<file path="src/logic/pcc_defs.svh">
// constants for the pager address code converter
`ifndef PCC_DEFS_SVH
`define PCC_DEFS_SVH

// ============================================================
// letter codes (ascii)
`define PCC_CH_A 8'h41
`define PCC_CH_E 8'h45
`define PCC_CH_I 8'h49
`define PCC_CH_L 8'h4C
`define PCC_CH_P 8'h50
`define PCC_CH_S 8'h53
`define PCC_CH_U 8'h55
`define PCC_CH_Y 8'h59
`define PCC_CH_Z 8'h5A

// ============================================================
// digit fields
`define PCC_BATT_MAX 4'h7
`define PCC_BATT_DEFAULT 3'h4
`define PCC_FRAME_MAX 10'h07F
`define PCC_DIGITS_SHORT 4'h7
`define PCC_DIGITS_LONG12 4'h9
`define PCC_DIGITS_LONG 4'hA

// ============================================================
// address value limits
`define PCC_ADDR_MIN 33'h0_0000_0001
`define PCC_ADDR_MAX 33'h1_4020_0FFE
`define PCC_SHORT_LIMIT 33'h0_001E_FFFF
`define PCC_LONG_FLOOR 33'h0_0020_1000
`define PCC_NINE_MAX 33'h0_3B9A_C9FF
`define PCC_SHORT_OFFSET 21'h00_8000
`define PCC_WORD_ZERO 21'h00_0000
`define PCC_WORD_ONES 21'h1F_FFFF

`endif

</file>
<file path="src/logic/pcc_pkg.sv">
// types for the pager address code converter
package pcc_pkg;

  typedef enum logic [1:0] {
    PCC_DEV_SINGLE,
    PCC_DEV_ANY,
    PCC_DEV_ALL,
    PCC_DEV_NONE
  } pcc_dev_t;

  typedef enum logic [1:0] {
    PCC_CLS_SHORT,
    PCC_CLS_LONG12,
    PCC_CLS_LONG_OTHER,
    PCC_CLS_NONE
  } pcc_class_t;

  typedef struct packed {
    logic [7:0] typeLetter;
    logic hasRoam;
    logic [7:0] roamLetter;
    logic hasBattery;
    logic [3:0] batteryDigit;
    logic hasFrame;
    logic [9:0] frameValue;
    logic [3:0] digitCount;
    logic [32:0] address;
  } pcc_req_t;

  typedef struct packed {
    pcc_dev_t devType;
    logic standardForm;
    pcc_class_t addrClass;
    logic phaseKnown;
    logic [1:0] phase;
    logic frameBattKnown;
    logic [6:0] frame;
    logic [2:0] battery;
    logic wordValid;
    logic [20:0] word;
    logic shortestForm;
  } pcc_res_t;

endpackage

</file>
<file path="src/logic/pcc_type_decode.sv">
// decodes the type letter of a pager address code
`timescale 1ns/1ps
`include "pcc_defs.svh"

module pcc_type_decode (
  input wire logic [7:0] letter,
  output pcc_pkg::pcc_dev_t devType,
  output logic letterOk,
  output logic standard,
  output logic [1:0] subtract,
  output logic phaseFixed,
  output logic [1:0] fixedPhase
);
  import pcc_pkg::*;

  logic [7:0] stdIdx;
  logic [7:0] nsIdx;

  assign stdIdx = letter - `PCC_CH_A;
  assign nsIdx = letter - `PCC_CH_U;

  always_comb begin
    devType = PCC_DEV_NONE;
    letterOk = 1'b0;
    standard = 1'b0;
    subtract = 2'h0;
    phaseFixed = 1'b0;
    fixedPhase = 2'h0;
    if (letter >= `PCC_CH_A && letter <= `PCC_CH_L) begin
      letterOk = 1'b1;
      standard = 1'b1;
      subtract = stdIdx[1:0];
      if (letter < `PCC_CH_E) begin
        devType = PCC_DEV_SINGLE;
      end else if (letter < `PCC_CH_I) begin
        devType = PCC_DEV_ANY;
      end else begin
        devType = PCC_DEV_ALL;
      end
    end else if (letter >= `PCC_CH_U && letter <= `PCC_CH_Z) begin
      letterOk = 1'b1;
      if (letter < `PCC_CH_Y) begin
        devType = PCC_DEV_SINGLE;
        phaseFixed = 1'b1;
        fixedPhase = nsIdx[1:0];
      end else if (letter == `PCC_CH_Y) begin
        devType = PCC_DEV_ANY;
      end else begin
        devType = PCC_DEV_ALL;
      end
    end
  end

endmodule

</file>
<file path="src/logic/pcc_converter.sv">
// pager address code converter: fields in, assignment data and air word out
// Function
// only type letters A to L and U to Z are valid; any other letter is an error.
// letters A to L take an optional battery digit that must be 0 to 7.
// a standard code without battery digit yields battery cycle 4.
// letters U to Z take an optional frame 0 to 127 and battery digit, passed straight out.
// a non-standard code without frame and battery marks them unknown.
// a roaming prefix P to S is legal only ahead of a ten-digit address.
// seven digits mean short, nine long set 1-2, ten the other long sets.
// addresses run 1 to 5,370,810,366; short below 2,031,615, long above 2,101,248.
// the shortest form is flagged, and a standard letter counts as the standard form.
// standard types take phase from address bits 3:2 and frame from bits 10:4.
// letters A to D subtract 0 to 3 from the address before extraction.
// letters E to H and I to L subtract likewise and report any- and all-phase types.
// letters U to X give single-phase with phase fixed at 0 to 3.
// letter Y gives non-standard any-phase, Z non-standard all-phase, with no phase.
// a short address plus 32,768 is output as the 21-bit air word.
// an air word of all zeros or all ones is reported illegal.
// any invalid field raises the error flag and suppresses results, one clock after input.
`timescale 1ns/1ps
`include "pcc_defs.svh"

module pcc_converter (
  input wire logic ref_clk,
  input wire logic rst,
  input wire logic clkEn,
  input wire logic inValid,
  input pcc_pkg::pcc_req_t req,
  output logic outValid,
  output logic errFlag,
  output pcc_pkg::pcc_res_t res
);
  import pcc_pkg::*;

  // ============================================================
  // letter decode
  pcc_dev_t decDev;
  logic letterOk;
  logic standard;
  logic [1:0] subtract;
  logic phaseFixed;
  logic [1:0] fixedPhase;

  pcc_type_decode u_decode (
    .letter(req.typeLetter),
    .devType(decDev),
    .letterOk(letterOk),
    .standard(standard),
    .subtract(subtract),
    .phaseFixed(phaseFixed),
    .fixedPhase(fixedPhase)
  );

  // ============================================================
  // field checks and conversion
  logic [32:0] adjAddr;
  logic [20:0] shortWord;
  logic next_err;
  pcc_res_t next_res;

  assign adjAddr = req.address - {31'h0, subtract};
  assign shortWord = req.address[20:0] + `PCC_SHORT_OFFSET;

  always_comb begin
    next_err = 1'b0;
    next_res = '0;
    next_res.devType = decDev;
    next_res.standardForm = standard;
    next_res.addrClass = PCC_CLS_NONE;
    if (!letterOk) begin
      next_err = 1'b1;
    end
    if (req.hasRoam && (req.roamLetter < `PCC_CH_P || req.roamLetter > `PCC_CH_S
        || req.digitCount != `PCC_DIGITS_LONG)) begin
      next_err = 1'b1;
    end
    if (req.address < `PCC_ADDR_MIN || req.address > `PCC_ADDR_MAX) begin
      next_err = 1'b1;
    end
    case (req.digitCount)
      `PCC_DIGITS_SHORT: begin
        next_res.addrClass = PCC_CLS_SHORT;
        if (req.address >= `PCC_SHORT_LIMIT) begin
          next_err = 1'b1;
        end
        next_res.shortestForm = 1'b1;
      end
      `PCC_DIGITS_LONG12: begin
        next_res.addrClass = PCC_CLS_LONG12;
        if (req.address <= `PCC_LONG_FLOOR || req.address > `PCC_NINE_MAX) begin
          next_err = 1'b1;
        end
        next_res.shortestForm = 1'b1;
      end
      `PCC_DIGITS_LONG: begin
        next_res.addrClass = PCC_CLS_LONG_OTHER;
        if (req.address <= `PCC_LONG_FLOOR) begin
          next_err = 1'b1;
        end
        next_res.shortestForm = (req.address > `PCC_NINE_MAX);
      end
      default: begin
        next_err = 1'b1;
      end
    endcase
    if (standard) begin
      // a frame field has no meaning with the standard letters
      if (req.hasFrame || (req.hasBattery && req.batteryDigit > `PCC_BATT_MAX)) begin
        next_err = 1'b1;
      end
      // underflow would wrap into a foreign frame, so reject it
      if (req.address < {31'h0, subtract}) begin
        next_err = 1'b1;
      end
      next_res.battery = req.hasBattery ? req.batteryDigit[2:0] : `PCC_BATT_DEFAULT;
      next_res.frameBattKnown = 1'b1;
      next_res.frame = adjAddr[10:4];
      next_res.phase = adjAddr[3:2];
      next_res.phaseKnown = (decDev == PCC_DEV_SINGLE);
    end else begin
      if (req.hasFrame != req.hasBattery) begin
        next_err = 1'b1;
      end
      if (req.hasFrame && (req.frameValue > `PCC_FRAME_MAX || req.batteryDigit > `PCC_BATT_MAX)) begin
        next_err = 1'b1;
      end
      next_res.frameBattKnown = req.hasFrame && req.hasBattery;
      next_res.frame = req.hasFrame ? req.frameValue[6:0] : 7'h00;
      next_res.battery = req.hasBattery ? req.batteryDigit[2:0] : 3'h0;
      next_res.phaseKnown = phaseFixed;
      next_res.phase = fixedPhase;
    end
    if (next_res.addrClass == PCC_CLS_SHORT) begin
      next_res.wordValid = 1'b1;
      next_res.word = shortWord;
      if (shortWord == `PCC_WORD_ZERO || shortWord == `PCC_WORD_ONES) begin
        next_err = 1'b1;
      end
    end
    if (next_err) begin
      next_res = '0;
      next_res.devType = PCC_DEV_NONE;
      next_res.addrClass = PCC_CLS_NONE;
    end
  end

  // ============================================================
  // result registers
  always_ff @(posedge ref_clk or posedge rst) begin
    if (rst) begin
      outValid <= 1'b0;
    end else if (clkEn) begin
      outValid <= inValid;
    end
  end

  // results hold between requests so the host may read late
  always_ff @(posedge ref_clk or posedge rst) begin
    if (rst) begin
      errFlag <= 1'b0;
      res <= '0;
    end else if (clkEn && inValid) begin
      errFlag <= next_err;
      res <= next_res;
    end
  end

  // marks the edge that carries a fresh answer; deliberately outside the enable,
  // a frozen marker would pair the checks with a stale request
  logic pastTake;
  always_ff @(posedge ref_clk or posedge rst) begin
    if (rst) begin
      pastTake <= 1'b0;
    end else begin
      pastTake <= clkEn && inValid;
    end
  end
endmodule

</file>
<file path="config.mk">
export PLATFORM = sky130hd
export DESIGN_NAME = pcc_converter
export DESIGN_NICKNAME = d
export VERILOG_FILES = /design/src/logic/pcc_pkg.sv /design/src/logic/pcc_type_decode.sv /design/src/logic/pcc_converter.sv
export VERILOG_INCLUDE_DIRS = /design/src /design/src/logic
export SDC_FILE = /design/constraint.sdc
export NUM_CORES = 1
export LEC_CHECK = 0
export ABC_AREA = 1
export BUFFER_PORTS_ARGS = -buffer_cell sky130_fd_sc_hd__buf_2
export CAP_MARGIN = 10
export CORE_MARGIN = 2
export CORE_UTILIZATION = 35
export CTS_BUF_LIST = sky130_fd_sc_hd__clkbuf_16
export DETAILED_ROUTE_END_ITERATION = 7
export PLACE_DENSITY = 0.65
export SLEW_MARGIN = 25
export SYNTH_ARGS = -nofsm -noshare
export SYNTH_HDL_FRONTEND = slang
export SYNTH_SLANG_ARGS = --single-unit
</file>
<file path="constraint.sdc">
create_clock -name ref_clk -period 1.2 [get_ports ref_clk]
set_input_delay 0 -clock ref_clk [delete_from_list [all_inputs] [get_ports ref_clk]]
set_output_delay 0 -clock ref_clk [all_outputs]
set_load 0.05 [all_outputs]
</file>
# After elaboration in Yosys (flattened, before gate mapping)
# Index checks and enable logic that the tools add are counted.
[classes]
n_mux = 38
order_cmp = 17
n_reduce_logical = 18
eq_ne = 7
addsub = 4
[ops]
columns = ["operator", "count"]
rows = [
  ["$mux 42", 1],
  ["$ge 33x21->1 const B", 1],
  ["$gt 33x30->1 const B", 1],
  ["$gt 33x33->1 const B", 1],
  ["$le 33x22->1 const B", 1],
  ["$lt 33x1->1 const B", 1],
  ["$lt 33x2->1", 1],
  ["$lt 8x7->1 const B", 4],
  ["$mux 22", 1],
  ["$add 21x16->21 const B", 1],
  ["$eq 21x21->1 const B", 1],
  ["$logic_not 21->1", 1],
  ["$mux 2", 10],
  ["$mux 1", 19],
  ["$ge 8x7->1 const B", 2],
  ["$le 8x7->1 const B", 2],
  ["$mux 14", 1],
  ["$sub 11x2->11", 1],
  ["$gt 10x7->1 const B", 1],
  ["$eq 4x4->1 const B", 2],
  ["$eq 8x7->1 const B", 1],
  ["$gt 8x7->1 const B", 1],
  ["$logic_and 1x1->1", 7],
  ["$logic_or 1x1->1", 7],
  ["12 further kinds", 15],
]
[word_totals]
wordCells = 97
ff_bits = 44
inputBits = 74

# Logic depth before layout (Yosys ltp)
[logic_depth]
word_depth = 15
ltp_mapped = 18
depth_no_buf = 17

# By module
# Synthesis repeated with hierarchy kept, for this count alone.
[hier_totals]
cells_unflattened = 617
area_unflattened_um2 = 3746.1
[by_module_without_submodules]
columns = ["mod", "area_each_um2", "instances", "seq_area_each_um2", "cells_each"]
rows = [
  ["pcc_converter", 3372.0, 1, 1101.1, 545],
  ["pcc_type_decode", 374.1, 1, 0.0, 72],
]

# Worst setup path after synthesis
# Ideal clock, no wire load.
[synth_path]
path_kind = "input to register"
from = "input port req[63] (netlist bit)"
to = "register res[2] (netlist bit)"
arrival_ns = 2.084
cell_stages = 18
setup_ns = 0.118
slack_ns = -1.003
cell_sequence = "inv_1 ha_1 nor2_1 nand3_1 nand2_1 nand2_1 nand2_2 clkbuf_1 or2_2 ha_1 nor2_1 nand4_1 nand2_1 nand2_1 buf_6 buf_6 nand4_1 nand2_1"
[synth_between]
elab_chain_len = 15
word_cells_on_any_way = 27
[synth_rtl]
columns = ["element", "line_no", "source"]
rows = [
  ["start, declared", "pcc_converter.sv:28", "input pcc_pkg::pcc_req_t req,"],
  ["branches (longest 11 deep; another with $lt 33x2->1)", "--", ""],
  ["$mux 1 (*)", "pcc_converter.sv:106", "if (standard) begin"],
  ["$mux 1", "pcc_converter.sv:136", "if (shortWord == `PCC_WORD_ZERO || shortWord == `PCC_WORD_ONES) begin"],
  ["$mux 1 (*)", "pcc_converter.sv:133", "if (next_res.addrClass == PCC_CLS_SHORT) begin"],
  ["$mux 42 (*)", "pcc_converter.sv:140", "if (next_err) begin"],
  ["end signal, assigned", "pcc_converter.sv:164", "res <= next_res;"],
  ["end, declared", "pcc_converter.sv:31", "output pcc_pkg::pcc_res_t res"],
]
# Mark *: on every way between the ends.
# A chain may end at the register's enable or synchronous reset.

# Final worst setup path
[layout_path]
from = "input port req[63] (netlist bit)"
to = "register res[40] (netlist bit)"
[layout_between]
elab_chain_len = 15
word_cells_on_any_way = 37
[layout_rtl]
columns = ["element", "line_no"]
rows = [
  ["branches (longest 14 deep; another with $lt 33x2->1)", "--"],
  ["$mux 42 (*)", "pcc_converter.sv:140"],
]
# Marks and branches as above.

==> reports/qor.yml <==
ant_nets: 0
slew_headroom: 0.600
die_area_um2: 11300
internal_power_mw: 2.81
path_buf_inv: 3
track_usage: 0.217
r2r_end: "res[33]"
insertion_delay_ps: 280
cts_root_buffer: "clkbuf_16"
pwr-share-clk: 0.332
switching_share: 0.308
arrival_ps: 1750
p_leak_nw: 3.17
criticalPathCategory: "in2reg"
ir_drop_uv: 494
path_cells: "buf_12 -> inv_16 -> ha_4 -> nor2_2 -> nand3_2 -> nand2_2 -> nand2_2 -> nand2_2 -> or2_4 -> ha_4 -> nand2_4 -> nand4_1 -> nand2_1 -> nand2_2 -> nand3_4 -> buf_12 -> nor2_4 -> nor2_2"
drc: 0
hold_class: "in2reg"
cp_max_fo: 7
drt_pass1_iterations: 5
grt_pass1_vias: 4486
final_cells: 973
startpoint_type: "input pin"
netlist_instances: 607
synth_seq_area_share: 0.300
drt_iter0_drc: 260
port_buffers: 115
clk_pin_slew_worst_paths_ps: 60
maxSlewViolCount: 0
fin_crit_sh: 1.31
critPathTopFamily: "simple AND/OR/NAND/NOR gates"
htreeDepth: 2
cpMaxStageDelayCell: "ha_4"
timing.fmax_ghz: 0.636
core_area_um2: 10300
setup_viol: 43
synth_largest_area_cell: "dfrtp_1"
die_y_um: 106
grt.overflow.total: 0
reg2reg_slack_ps: 470
synth_top_cells_by_area: "dfrtp_1, nand2_1, nor2_1"
r2r-start: "res[33]"
violations: "negative setup slack"
p_sw_mw: 1.25
rsz0062_at_grt: "yes"
outcome: "complete, but fails checks"
gp_congestion: 0.917
syn_nets: 689
drive_above_1_share: 0.384
avgRoutedWirePerCell_um: 13.1
dp.cells: 950
cap_violations: 0
cts_buffers: 5
grt_pass1_wl_mm: 20.2
wirelength_mm: 12.7
hpwlAfterDp_mm: 10.1
slowest_delay_ps: 270
synth.yosys.warnings: 0
hold_viol: 0
worstHoldEndpoint: "res[7]"
tightest_slew_ps: 596
post-route-min-period_ps: 1570
reg2regPathDepth: 2
synth.top_cell.area_share: 0.300
area_growth_pct: 59.5
rows: 37
antenna_found_initial: 0
total_power_mw: 4.07
clock_sinks: 44
initial_core_util: 0.357
cp-end-kind: "flop"
synth_cell_types: 34
cts_buffer_depth: 2
vias_per_cell: 4.82
final.setup_skew_ps: 0
pin_count: 118
setup_slack_ps: -373
syn_area_per_cell_um2: 6.05
min-delay-start: "req[6]"
required_ps: 1380
vias: 4690
diodes: 0
grt_max_degree: 31
ys_ff_latch: 44
fp.dieW_um: 106
crit_top_cell: "nand2_2"
comb_power_share: 0.297
whs_path_depth: 3
pwr_density_cell_nw_per_um2: 694
power_frac_seq: 0.371
syn_area_um2: 3670
cts_tree: "done"
nets: 918
## worst max-delay path by stage
stage             from      end  slack, ps  cells past startpoint
6_report       req[63]  res[40]       -370                     18
4_1_cts        req[63]  res[41]       -380                     18
3_5_place_dp   req[63]  res[41]       -800                     17
3_3_place_gp   req[63]  res[34]       -750                     16
5_1_grt        req[68]  res[38]       -480                     16
2_1_floorplan  req[63]   res[9]       -720                     18
## routing by layer
layer | vias to the layer above | part of all wire | wire, um | GRT usage
met3 | 15 | 0.050 | 632 | 0.0270
met5 | - | 0 | 0 | 0
met1 | 2133 | 0.43 | 5460 | 0.270
li1 | 2413 | - | - | -
met2 | 129 | 0.51 | 6510 | 0.407
met4 | 0 | 0.0096 | 122 | 0.0297
## worst min-delay path, delay by kind of cell
kind,cells,cell delay [ps]
buf+inv,1,130
simple gates,2,140
## flip-flops by register name, indices dropped and copies added (netlist names)
signal and flops:
outValid 1, res 42, errFlag 1
## power groups by stage
stage / combinational [mW] / clock, mW / sequential (mW)
floorplan: 0.464 / 0 / 1.59
global placement: 1.09 / 0 / 1.54
detailed placement: 1.11 / 0 / 1.54
CTS: 1.15 / 1.36 / 1.51
global route: 1.33 / 1.41 / 1.51
finish: 1.21 / 1.35 / 1.51
## cell type report
cell class | instances | area [um2]
Multi-Input combinational cell | 473 | 2430
Clock inverter | 3 | 18.8
Tap cell | 136 | 170
Inverter | 68 | 279
Timing Repair Buffer | 244 | 1730
Fill cell | 1001 | 4420
Clock buffer | 5 | 125
Sequential cell | 44 | 1100
## through the flow
step	hold slack (ps)	area [um2]	utilization	setup slack [ps]	setup TNS (ps)
3_3_place_gp	7.70	5300	0.516	-755	-29640
3_5_place_dp	15.4	5300	0.516	-803	-31260
5_1_grt	41.1	5860	0.570	-483	-18040
6_report	18.7	5860	0.570	-373	-13110
2_1_floorplan	108	3780	-	-720	-27080
4_1_cts	14.8	5630	0.548	-382	-13330
## kinds of logic after synthesis
group / count (synthesis) / share of synthesized area
simple gates: 418 / 0.496
compound gates: 44 / 0.0627
flops: 44 / 0.300
fa+ha+maj: 8 / 0.0272
buf+inv: 90 / 0.105
xor+xnor: 3 / 0.00920
## repair_timing
item                                    4_1_cts  5_1_grt
resized for setup                            25       39
hold buffers                                  4        0
hold endpoints to repair                     17        0
setup buffers                                 3        4
pin swaps                                    13        4
gates cloned                                  1        3
endpoints found under the setup margin       43       43
## synthesized netlist by cell type (all sizes together)
cell	count
ha	8
dfrtp	44
o211ai	1
nand3b	5
buf	12
nor3b	1
a21oi	22
nor2	104
inv	68
nand3	39
a31oi	1
and2	1
o21ai	19
xnor2	1
o21a	1
nand2	211
xor2	2
clkbuf	10
or2	4
nor3	5
nand4	48
## layout by cell type (no fill, tap or decap), types with 3 or more instances in the layout
cell type,synthesis,final
buf_4,1,117
clkbuf_16,0,7
o21ai_1,1,4
inv_2,3,6
nand2_4,0,5
inv_4,0,3
nand3b_1,5,5
nor3_1,4,4
nor2_2,5,10
nor2_1,98,87
a21oi_2,1,3
buf_6,5,5
nor2_4,1,7
nand2_2,5,14
nand3_2,1,3
ha_4,0,4
nand2_1,206,192
inv_1,65,57
or2_2,4,3
buf_12,0,7
a21oi_1,21,19
nand4_1,48,48
buf_2,5,108
o21ai_0,18,9
o21ai_2,0,6
dfrtp_1,44,44
nand3_1,38,34
dlygate4sd3_1,0,4
No activity file was read; power rests on OpenSTA's default activity.
